<file path="config.mk">
export PLATFORM = sky130hd
export DESIGN_NAME = fbca_host
export DESIGN_NICKNAME = d
export VERILOG_FILES = /design/src/fbca_pkg.sv /design/src/fbca_sync2.sv /design/src/fbca_cycle.sv /design/src/fbca_host.sv
export SDC_FILE = /design/constraint.sdc
export NUM_CORES = 1
export LEC_CHECK = 0
export BUFFER_PORTS_ARGS = -buffer_cell sky130_fd_sc_hd__buf_2
export CORE_MARGIN = 4
export CORE_UTILIZATION = 57
export CTS_CLUSTER_DIAMETER = 150
export CTS_CLUSTER_SIZE = 30
export DETAILED_ROUTE_END_ITERATION = 8
export PLACE_DENSITY = 0.9
export RECOVER_POWER = 100
export SLEW_MARGIN = 20
export SYNTH_ARGS = -nofsm -noshare
export SYNTH_HDL_FRONTEND = slang
export SYNTH_HIERARCHICAL = 1
export SYNTH_SLANG_ARGS = --single-unit
</file>
<file path="constraint.sdc">
create_clock -name clk_sys_i -period 3.1 [get_ports clk_sys_i]
set_input_delay 0.62 -clock clk_sys_i [delete_from_list [all_inputs] [get_ports clk_sys_i]]
set_output_delay 0.62 -clock clk_sys_i [all_outputs]
set_load 0.05 [all_outputs]
</file>
<file path="src/fbca_pkg.sv">
// Shared constants, query map and carrier types for the flash command host
package fbca_pkg;

    // Bus widths
    localparam int ADDR_W = 22;
    localparam int DATA_W = 16;
    localparam int CNT_W = 4;
    localparam int STEP_W = 4;
    localparam int PROT_OFS_W = 8;

    // Timing: figures in ns, cycles derived from the 100 MHz clock
    localparam int CLK_PERIOD_NS = 10;
    localparam int T_WP_NS = 35;
    localparam int T_ACC_NS = 70;
    localparam logic [CNT_W-1:0] WP_CYC = CNT_W'((T_WP_NS + CLK_PERIOD_NS - 1) / CLK_PERIOD_NS);
    localparam logic [CNT_W-1:0] ACC_CYC = CNT_W'((T_ACC_NS + CLK_PERIOD_NS - 1) / CLK_PERIOD_NS);
    localparam logic [CNT_W-1:0] SYNC_CYC = 4'h2;
    localparam logic [CNT_W-1:0] SETUP_CYC = 4'h1;
    localparam logic [CNT_W-1:0] HOLD_CYC = 4'h1;
    localparam logic [CNT_W-1:0] CNT_ONE = 4'h1;

    // Command words and unlock addresses
    localparam logic [ADDR_W-1:0] UNLK1_ADDR = 22'h000555;
    localparam logic [DATA_W-1:0] UNLK1_DATA = 16'h00aa;
    localparam logic [ADDR_W-1:0] UNLK2_ADDR = 22'h0002aa;
    localparam logic [DATA_W-1:0] UNLK2_DATA = 16'h0055;
    localparam logic [DATA_W-1:0] AUTOSEL_CMD = 16'h0090;
    localparam logic [DATA_W-1:0] RESET_CMD = 16'h00f0;
    localparam logic [ADDR_W-1:0] QRY_ENTRY_ADDR = 22'h000055;
    localparam logic [DATA_W-1:0] QRY_ENTRY_DATA = 16'h0098;
    localparam logic [PROT_OFS_W-1:0] PROT_OFS = 8'h02;
    localparam int TO_FLAG_BIT = 5;

    // Query table map of the device, word offsets and expected contents
    localparam logic [7:0] BURST_SUPPORT_QUERY_OFS = 8'h4b;
    localparam logic [7:0] PAGE_READ_SUPPORT_QUERY_OFS = 8'h4c;
    localparam logic [7:0] ACCEL_SUPPLY_MIN_QUERY_OFS = 8'h4d;
    localparam logic [7:0] ACCEL_SUPPLY_MAX_QUERY_OFS = 8'h4e;
    localparam logic [7:0] BOOT_LAYOUT_FLAG_QUERY_OFS = 8'h4f;
    localparam logic [7:0] PROGRAM_SUSPEND_QUERY_OFS = 8'h50;
    localparam logic [7:0] BANK_COUNT_QUERY_OFS = 8'h57;
    localparam logic [7:0] BANK_ONE_SECTOR_COUNT_OFS = 8'h58;
    localparam logic [7:0] BANK_TWO_SECTOR_COUNT_OFS = 8'h59;
    localparam logic [7:0] BANK_THREE_SECTOR_COUNT_OFS = 8'h5a;
    localparam logic [7:0] BANK_FOUR_SECTOR_COUNT_OFS = 8'h5b;
    localparam logic [DATA_W-1:0] BURST_SUPPORT_QUERY_VAL = 16'h0000;
    localparam logic [DATA_W-1:0] PAGE_READ_SUPPORT_QUERY_VAL = 16'h0000;
    localparam logic [DATA_W-1:0] ACCEL_SUPPLY_MIN_QUERY_VAL = 16'h0085;
    localparam logic [DATA_W-1:0] ACCEL_SUPPLY_MAX_QUERY_VAL = 16'h0095;
    localparam logic [DATA_W-1:0] BOOT_LAYOUT_FLAG_QUERY_VAL = 16'h0004;
    localparam logic [DATA_W-1:0] PROGRAM_SUSPEND_QUERY_VAL = 16'h0001;
    localparam logic [DATA_W-1:0] BANK_COUNT_QUERY_VAL = 16'h0004;
    localparam logic [DATA_W-1:0] BANK_ONE_SECTOR_COUNT_VAL = 16'h0017;
    localparam logic [DATA_W-1:0] BANK_TWO_SECTOR_COUNT_VAL = 16'h0030;
    localparam logic [DATA_W-1:0] BANK_THREE_SECTOR_COUNT_VAL = 16'h0030;
    localparam logic [DATA_W-1:0] BANK_FOUR_SECTOR_COUNT_VAL = 16'h0017;

    localparam int QRY_N = 11;
    localparam logic [STEP_W-1:0] QRY_LAST_STEP = 4'hc;
    localparam logic [7:0] QRY_OFS [0:QRY_N-1] = '{
        BURST_SUPPORT_QUERY_OFS, PAGE_READ_SUPPORT_QUERY_OFS, ACCEL_SUPPLY_MIN_QUERY_OFS,
        ACCEL_SUPPLY_MAX_QUERY_OFS, BOOT_LAYOUT_FLAG_QUERY_OFS, PROGRAM_SUSPEND_QUERY_OFS,
        BANK_COUNT_QUERY_OFS, BANK_ONE_SECTOR_COUNT_OFS, BANK_TWO_SECTOR_COUNT_OFS,
        BANK_THREE_SECTOR_COUNT_OFS, BANK_FOUR_SECTOR_COUNT_OFS};
    localparam logic [DATA_W-1:0] QRY_VAL [0:QRY_N-1] = '{
        BURST_SUPPORT_QUERY_VAL, PAGE_READ_SUPPORT_QUERY_VAL, ACCEL_SUPPLY_MIN_QUERY_VAL,
        ACCEL_SUPPLY_MAX_QUERY_VAL, BOOT_LAYOUT_FLAG_QUERY_VAL, PROGRAM_SUSPEND_QUERY_VAL,
        BANK_COUNT_QUERY_VAL, BANK_ONE_SECTOR_COUNT_VAL, BANK_TWO_SECTOR_COUNT_VAL,
        BANK_THREE_SECTOR_COUNT_VAL, BANK_FOUR_SECTOR_COUNT_VAL};

    typedef enum logic [2:0] {
        OP_READ = 3'h0,
        OP_WRITE = 3'h1,
        OP_RESET = 3'h2,
        OP_AUTOSEL = 3'h3,
        OP_PROT = 3'h4,
        OP_POLL = 3'h5,
        OP_QCHK = 3'h6
    } fbca_op_t;

    typedef struct packed {
        fbca_op_t op;
        logic [ADDR_W-1:0] addr;
        logic [DATA_W-1:0] wdata;
    } fbca_req_t;

    typedef struct packed {
        logic ce_n;
        logic we_n;
        logic oe_n;
        logic [ADDR_W-1:0] addr;
    } fbca_pins_t;

endpackage

</file>
<file path="src/fbca_sync2.sv">
// Two-flop synchroniser for pin inputs
`timescale 1ns/1ps
`default_nettype none
module fbca_sync2 #(
    parameter int W = 1
) (
    // Clock and reset
    input wire logic clk_sys_i,
    input wire logic arst_n_i,
    // Data
    input wire logic [W-1:0] d_i,
    output logic [W-1:0] q_o
);
    logic [W-1:0] meta;

    always_ff @(posedge clk_sys_i or negedge arst_n_i) begin
        if (!arst_n_i) begin
            meta <= '0;
            q_o <= '0;
        end else begin
            meta <= d_i;
            q_o <= meta;
        end
    end
endmodule // fbca_sync2
`default_nettype wire

</file>
<file path="src/fbca_cycle.sv">
// Single asynchronous bus cycle engine: one read or one write on the flash pins
`timescale 1ns/1ps
`default_nettype none
module fbca_cycle (
    // Clock and reset
    input wire logic clk_sys_i,
    input wire logic arst_n_i,
    // Cycle request
    input wire logic start_i,
    input wire logic wr_i,
    input wire logic [fbca_pkg::ADDR_W-1:0] addr_i,
    input wire logic [fbca_pkg::DATA_W-1:0] wdata_i,
    input wire logic [fbca_pkg::DATA_W-1:0] dq_sync_i,
    output logic done_o,
    output logic [fbca_pkg::DATA_W-1:0] rdata_o,
    // Flash pins
    output fbca_pkg::fbca_pins_t pins_o,
    output logic [fbca_pkg::DATA_W-1:0] dq_o,
    output logic dq_oe_o
);
    import fbca_pkg::*;

    typedef enum logic [3:0] {
        PH_IDLE = 4'b0001,
        PH_SETUP = 4'b0010,
        PH_STROBE = 4'b0100,
        PH_HOLD = 4'b1000
    } fbca_phase_t;

    fbca_phase_t phase;
    logic [CNT_W-1:0] cnt;
    logic wr_q;

    always_ff @(posedge clk_sys_i or negedge arst_n_i) begin
        if (!arst_n_i) begin
            phase <= PH_IDLE;
            cnt <= '0;
            wr_q <= 1'b0;
            done_o <= 1'b0;
            pins_o <= '{ce_n: 1'b1, we_n: 1'b1, oe_n: 1'b1, addr: '0};
            dq_o <= '0;
            dq_oe_o <= 1'b0;
        end else begin
            done_o <= 1'b0;
            case (phase)
                PH_IDLE: begin
                    if (start_i) begin
                        // Address is set before either strobe falls and held to the end
                        pins_o.ce_n <= 1'b0;
                        pins_o.addr <= addr_i;
                        dq_o <= wdata_i;
                        dq_oe_o <= wr_i;
                        wr_q <= wr_i;
                        cnt <= SETUP_CYC;
                        phase <= PH_SETUP;
                    end
                end
                PH_SETUP: begin
                    if (cnt == CNT_ONE) begin
                        // Write strobe falls last, so it is the address-capturing edge
                        pins_o.we_n <= !wr_q;
                        pins_o.oe_n <= wr_q;
                        cnt <= wr_q ? WP_CYC : CNT_W'(ACC_CYC + SYNC_CYC);
                        phase <= PH_STROBE;
                    end else begin
                        cnt <= cnt - CNT_ONE;
                    end
                end
                PH_STROBE: begin
                    if (cnt == CNT_ONE) begin
                        // Write strobe rises first; data stays driven through hold
                        pins_o.we_n <= 1'b1;
                        pins_o.oe_n <= 1'b1;
                        cnt <= HOLD_CYC;
                        phase <= PH_HOLD;
                    end else begin
                        cnt <= cnt - CNT_ONE;
                    end
                end
                PH_HOLD: begin
                    if (cnt == CNT_ONE) begin
                        pins_o.ce_n <= 1'b1;
                        dq_oe_o <= 1'b0;
                        done_o <= 1'b1;
                        phase <= PH_IDLE;
                    end else begin
                        cnt <= cnt - CNT_ONE;
                    end
                end
                default: phase <= PH_IDLE;
            endcase
        end
    end

    // Synchroniser delay is folded into the strobe, so the sample is a settled word
    always_ff @(posedge clk_sys_i or negedge arst_n_i) begin
        if (!arst_n_i) begin
            rdata_o <= '0;
        end else if (phase == PH_STROBE && cnt == CNT_ONE && !wr_q) begin
            rdata_o <= dq_sync_i;
        end
    end
endmodule // fbca_cycle
`default_nettype wire

</file>
<file path="src/fbca_host.sv">
// Host controller driving a multi-bank flash through its command interface
// Behaviour
// - Timeout flag high: host writes reset command
// - Only reset leaves autoselect mode
// - Autoselect only when no bank is busy
// - Two unlocks, then bank address plus command
// - Protect query carries bank and sector address
`timescale 1ns/1ps
`default_nettype none
module fbca_host (
    // Clock and reset
    input wire logic clk_sys_i,
    input wire logic arst_n_i,
    // User request
    input wire logic req_valid_i,
    input wire fbca_pkg::fbca_req_t req_i,
    output logic req_ready_o,
    // User answer
    output logic done_o,
    output logic refused_o,
    output logic [fbca_pkg::DATA_W-1:0] rdata_o,
    output logic query_ok_o,
    output logic autosel_o,
    output logic timeout_o,
    output logic busy_o,
    // Flash pins
    output fbca_pkg::fbca_pins_t pins_o,
    input wire logic [fbca_pkg::DATA_W-1:0] dq_i,
    output logic [fbca_pkg::DATA_W-1:0] dq_o,
    output logic dq_oe_o,
    input wire logic flash_ready_i
);
    import fbca_pkg::*;

    typedef enum logic [2:0] {
        ST_IDLE = 3'b001,
        ST_ISSUE = 3'b010,
        ST_WAIT = 3'b100
    } fbca_state_t;

    fbca_state_t state;
    fbca_req_t req_q;
    logic [STEP_W-1:0] step;
    logic [DATA_W-1:0] dq_sync;
    logic ready_sync;
    logic cyc_done;
    logic [DATA_W-1:0] cyc_rdata;
    logic st_wr;
    logic [ADDR_W-1:0] st_addr;
    logic [DATA_W-1:0] st_data;
    logic st_last;
    logic st_read_qry;
    logic refuse;
    logic busy;
    logic reset_done;
    logic poll_to;
    logic [3:0] qidx;

    fbca_sync2 #(.W(DATA_W)) u_dq_sync (
        .clk_sys_i(clk_sys_i),
        .arst_n_i(arst_n_i),
        .d_i(dq_i),
        .q_o(dq_sync)
    );

    fbca_sync2 #(.W(1)) u_ready_sync (
        .clk_sys_i(clk_sys_i),
        .arst_n_i(arst_n_i),
        .d_i(flash_ready_i),
        .q_o(ready_sync)
    );

    fbca_cycle u_cycle (
        .clk_sys_i(clk_sys_i),
        .arst_n_i(arst_n_i),
        .start_i(state == ST_ISSUE),
        .wr_i(st_wr),
        .addr_i(st_addr),
        .wdata_i(st_data),
        .dq_sync_i(dq_sync),
        .done_o(cyc_done),
        .rdata_o(cyc_rdata),
        .pins_o(pins_o),
        .dq_o(dq_o),
        .dq_oe_o(dq_oe_o)
    );

    // A bank still running its algorithm holds the ready pin low
    assign busy = !ready_sync;
    assign busy_o = busy;
    assign req_ready_o = (state == ST_IDLE);
    assign qidx = step - 4'h1;

    // Cycle list of each operation, one step per bus cycle
    always_comb begin
        st_wr = 1'b0;
        st_addr = req_q.addr;
        st_data = req_q.wdata;
        st_last = 1'b1;
        st_read_qry = 1'b0;
        case (req_q.op)
            OP_WRITE: begin
                st_wr = 1'b1;
            end
            OP_RESET: begin
                // Any address will do for the reset word
                st_wr = 1'b1;
                st_data = RESET_CMD;
            end
            OP_AUTOSEL: begin
                st_wr = 1'b1;
                st_last = (step == 4'h2);
                if (step == 4'h0) begin
                    st_addr = UNLK1_ADDR;
                    st_data = UNLK1_DATA;
                end else if (step == 4'h1) begin
                    st_addr = UNLK2_ADDR;
                    st_data = UNLK2_DATA;
                end else begin
                    st_data = AUTOSEL_CMD;
                end
            end
            OP_PROT: begin
                // Upper bits carry bank and sector, low bits the protect offset
                st_addr = {req_q.addr[ADDR_W-1:PROT_OFS_W], PROT_OFS};
            end
            OP_POLL: begin
                if (step == 4'h0) begin
                    st_last = !cyc_rdata[TO_FLAG_BIT];
                end else begin
                    st_wr = 1'b1;
                    st_data = RESET_CMD;
                end
            end
            OP_QCHK: begin
                st_last = (step == QRY_LAST_STEP);
                if (step == 4'h0) begin
                    st_wr = 1'b1;
                    st_addr = QRY_ENTRY_ADDR;
                    st_data = QRY_ENTRY_DATA;
                end else if (step == QRY_LAST_STEP) begin
                    st_wr = 1'b1;
                    st_data = RESET_CMD;
                end else begin
                    st_read_qry = 1'b1;
                    st_addr = {{(ADDR_W - 8){1'b0}}, QRY_OFS[qidx]};
                end
            end
            default: begin
                st_wr = 1'b0;
            end
        endcase
    end

    // Requests the device would ignore or that break its mode rules are refused
    always_comb begin
        refuse = 1'b0;
        case (req_i.op)
            OP_AUTOSEL: refuse = busy;
            OP_QCHK: refuse = busy;
            OP_PROT: refuse = !autosel_o;
            OP_RESET: refuse = busy && !timeout_o;
            default: refuse = 1'b0;
        endcase
    end

    assign reset_done = (state == ST_WAIT) && cyc_done && st_wr && (st_data == RESET_CMD);
    assign poll_to = (state == ST_WAIT) && cyc_done && (req_q.op == OP_POLL)
        && (step == 4'h0) && cyc_rdata[TO_FLAG_BIT];

    // Sequencer: steps of one operation are issued back to back so none is misordered
    always_ff @(posedge clk_sys_i or negedge arst_n_i) begin
        if (!arst_n_i) begin
            state <= ST_IDLE;
            req_q <= '{op: OP_READ, addr: '0, wdata: '0};
            step <= '0;
            done_o <= 1'b0;
            refused_o <= 1'b0;
        end else begin
            done_o <= 1'b0;
            refused_o <= 1'b0;
            case (state)
                ST_IDLE: begin
                    if (req_valid_i) begin
                        if (refuse) begin
                            refused_o <= 1'b1;
                        end else begin
                            req_q <= req_i;
                            step <= '0;
                            state <= ST_ISSUE;
                        end
                    end
                end
                ST_ISSUE: begin
                    state <= ST_WAIT;
                end
                ST_WAIT: begin
                    if (cyc_done) begin
                        if (st_last) begin
                            done_o <= 1'b1;
                            state <= ST_IDLE;
                        end else begin
                            step <= step + 4'h1;
                            state <= ST_ISSUE;
                        end
                    end
                end
                default: state <= ST_IDLE;
            endcase
        end
    end

    // Read results of plain, poll and protect reads
    always_ff @(posedge clk_sys_i or negedge arst_n_i) begin
        if (!arst_n_i) begin
            rdata_o <= '0;
        end else if (state == ST_WAIT && cyc_done && !st_wr && !st_read_qry) begin
            rdata_o <= cyc_rdata;
        end
    end

    // Query table check; any mismatching word clears the verdict
    always_ff @(posedge clk_sys_i or negedge arst_n_i) begin
        if (!arst_n_i) begin
            query_ok_o <= 1'b0;
        end else if (state == ST_IDLE && req_valid_i && !refuse && req_i.op == OP_QCHK) begin
            query_ok_o <= 1'b1;
        end else if (state == ST_WAIT && cyc_done && st_read_qry) begin
            if (cyc_rdata != QRY_VAL[qidx]) begin
                query_ok_o <= 1'b0;
            end
        end
    end

    // Autoselect stays until a reset word is written; reset starts in array read
    always_ff @(posedge clk_sys_i or negedge arst_n_i) begin
        if (!arst_n_i) begin
            autosel_o <= 1'b0;
        end else if (state == ST_WAIT && cyc_done && st_last && req_q.op == OP_AUTOSEL) begin
            autosel_o <= 1'b1;
        end else if (reset_done) begin
            autosel_o <= 1'b0;
        end
    end

    // Timeout seen by a poll lets a reset through a busy bank; set wins over clear
    always_ff @(posedge clk_sys_i or negedge arst_n_i) begin
        if (!arst_n_i) begin
            timeout_o <= 1'b0;
        end else if (poll_to) begin
            timeout_o <= 1'b1;
        end else if (reset_done) begin
            timeout_o <= 1'b0;
        end
    end
endmodule // fbca_host
`default_nettype wire

</file>
==> reports/summary.txt <==
Failing checks: max-capacitance violations, max-slew violations
Post-DP HPWL: 12.4 mm
Clock buffer depth: 2
Synth area leaders: dfrtp_1, mux2_2, nand2_1
Max frequency: 0.350 GHz
YS warnings: 6
Final Non-Filler Cells: 1012
Count leader, synth: dfrtp_1
Flop2flop setup slack: 0.24 ns
Syn Nets: 774
CTS Sinks: 171
GRT Residual Overflow: 0
Ant diodes: 0
EDFF count, synth: 0
#FFs+latches synth: 171
Final worst path period need: 2.86 ns
CTS Buf Count: 17
Crit end category: register
Drt first pass iters: 5
WL/cell: 17.8 µm
RR Startpoint: step[1]$_DFFE_PN0P_
Slew headroom: -0.307
Max-slew violations: 81
CTS Hold Buffers Added: 0
Hold Fails Final Rpt: 0
Chip width: 125 µm
Status: finished with violations
Count of cell types in the netlist: 79
First-pass GRT wire length: 29.6 mm
GRT Util Overall: 0.235
Latest clock arrival within the worst-skew pair: 0.42 ns
# rows: 42
Share of layout cells above drive strength 1: 0.218
CP arrival: 3.17 ns
Port buffer count: 125
Vias/cell: 5.73
Hold Crit Depth: 1
WS Path Type: register to register
Buffer count from post-CTS setup fixing: 0
Area added between synthesis and finish: 16.3%
FF-to-FF End: timeout_o$_DFFE_PN0P_
Async S/R FF share, synth: 1.00
Critical Path Fanout Max: 14
WHS Endpoint: u_dq_sync/meta[1]$_DFF_PN0_
Setup_tns: 0 ns
Fin crit share: 0.923
Via count: 5799
Mapped Area: 7740 µm²
Area of the core: 13300 µm²
Top cells by count, synth: dfrtp_1, nand2_1, mux2_2
Clock tree from TritonCTS: yes
Sequential area share after synthesis: 0.554
Die H: 125 µm
Number of max-cap violations: 1
CTS H-tree depth: 4
Top-area cell type share of the netlist area: 0.537
Mapped Cells: 703
Initial DRC Count: 531
Syn Area/Cell: 11.0 µm²
CTS Root Cell: clkbuf_16
Number of nets with antenna violations after routing: 0
Largest net degree at the start of global routing: 82
Post-layout util: 0.677
Leakage: 4.23 nW
Synth area leader: dfrtp_1
Clk_skew: 0.00924 ns
Io pins: 126
Hold path startpoint: dq_i[1]
Total wire length: 18.0 mm
Worst slew pin tran: 1.96 ns
Hold Path Class: primary input to register
Net count, final: 895
Post-CTS sizing: 0
RSZ-0062 raised after global routing: false
Critical path required time: 3.41 ns
Crit start category: register
DRC viols: 0
Final Setup Violations: 0
Vias in the first global route: 5893
Starting Density: 0.582
Cell Pwr Density: 902 nW/µm²
IR Drop Worst-Case VDD: 482 µV
Die area: 15500 µm²
Initial antenna violation count: 1
Reg2reg path depth: 8
Placed cell count: 981
Main flop type after synthesis: dfrtp_1
Placer congestion estimate: 0.947
CTS clk-pin slew, worst paths: 0.06 ns
worst max-delay path, stage by stage, from the launching register on:
cell and delay (ns):
dfrtp_1 0.48, inv_1 0.19, ha_1 0.51, nand3_1 0.16, nor2_1 0.30, a221o_1 0.17, nand3_1 0.09, or4_1 0.58
a22o_1 0.26
cell usage in the layout (no fill, tap or decap), drive strengths merged, types with 6 or more instances in the layout:
master and count:
o21ai 29, nand2 145, dfrtp 166, nor4 7, nor2b 22, or4 6, nor3b 7, xnor2 6
nor2 29, inv 15, mux2 74, clkbuf 93, nor3 16, nand2b 10, a21oi 24, ha 10
nand3 9, buf 67
power by group:
group / internal [mW] / leakage, nW / switching, mW / total (mW)
registers: 2.75 / 2.15 / 0.401 / 3.15
logic: 0.851 / 1.77 / 1.84 / 2.69
clock network: 1.43 / 0.319 / 0.851 / 2.28
cells by family (layout without fill, tap and decap cells):
| group | after synthesis | after routing | share of synthesized area |
|---|---|---|---|
| and+or+nand+nor | 280 | 280 | 0.179 |
| muxes | 77 | 77 | 0.116 |
| DFF | 171 | 171 | 0.554 |
| AOI/OAI and AO/OA | 107 | 107 | 0.0944 |
| adders and majority gates | 10 | 10 | 0.0162 |
| xor gates and xnor gates | 7 | 7 | 0.00792 |
| buffers and inverters | 51 | 184 | 0.0325 |
state kept, by name (all words and copies together), names as in the netlist:
register and cells:
u_cycle/done_o 1, u_ready_sync/q_o 1, u_cycle/phase 4, refused_o 1, u_dq_sync/q_o 16, autosel_o 1, u_cycle/rdata_o 16, u_cycle/cnt 4
query_ok_o 1, step 4, done_o 1, u_cycle/pins_o 25, u_dq_sync/meta 16, u_cycle/dq_oe_o 1, rdata_o 16, state 3
req_q 41, u_cycle/wr_q 1, u_cycle/dq_o 16, timeout_o 1, u_ready_sync/meta 1
through the flow:
| stage | hold WS [ns] | instance area (µm²) | total power, mW | setup slack (ns) |
|---|---|---|---|---|
| 2_1_floorplan | 0.324 | 7740 | 5.17 | 0.0453 |
| 3_3_place_gp | 0.332 | 8520 | 5.84 | 0.369 |
| 3_5_place_dp | 0.335 | 8520 | 5.91 | 0.297 |
| 4_1_cts | 0.258 | 9160 | 8.22 | 0.299 |
| 5_1_grt | 0.278 | 9000 | 8.54 | 0.0720 |
| 6_report | 0.299 | 9000 | 8.12 | 0.239 |
area by class of cell:
cell class | count | area [µm²]
Fill cell | 1020 | 4300
Sequential cell | 171 | 4290
Multi-Input combinational cell | 481 | 3160
Timing Repair Buffer | 139 | 642
Clock buffer | 21 | 480
Tap cell | 176 | 220
Clock inverter | 10 | 161
Inverter | 14 | 52.6
worst max path at each step:
stage                             to  depth (start not counted)  slack (ns)                 start
6_report       timeout_o$_DFFE_PN0P_                          8        0.24   step[1]$_DFFE_PN0P_
5_1_grt        timeout_o$_DFFE_PN0P_                          8        0.07   step[1]$_DFFE_PN0P_
4_1_cts        timeout_o$_DFFE_PN0P_                          8        0.30   step[1]$_DFFE_PN0P_
3_5_place_dp   timeout_o$_DFFE_PN0P_                          8        0.30   step[1]$_DFFE_PN0P_
3_3_place_gp   timeout_o$_DFFE_PN0P_                          8        0.37   step[1]$_DFFE_PN0P_
2_1_floorplan    step[0]$_DFFE_PN0P_                          7        0.05  state[0]$_DFFE_PN1P_
routing by layer:
layer | vias up | global-route usage | routed length (µm)
met2 | 257 | 0.382 | 8930
li1 | 2694 | - | -
met5 | - | 0 | 12
met1 | 2814 | 0.306 | 7360
met3 | 32 | 0.0682 | 1340
met4 | 2 | 0.0774 | 329
(Power assumes the default switching activity.)
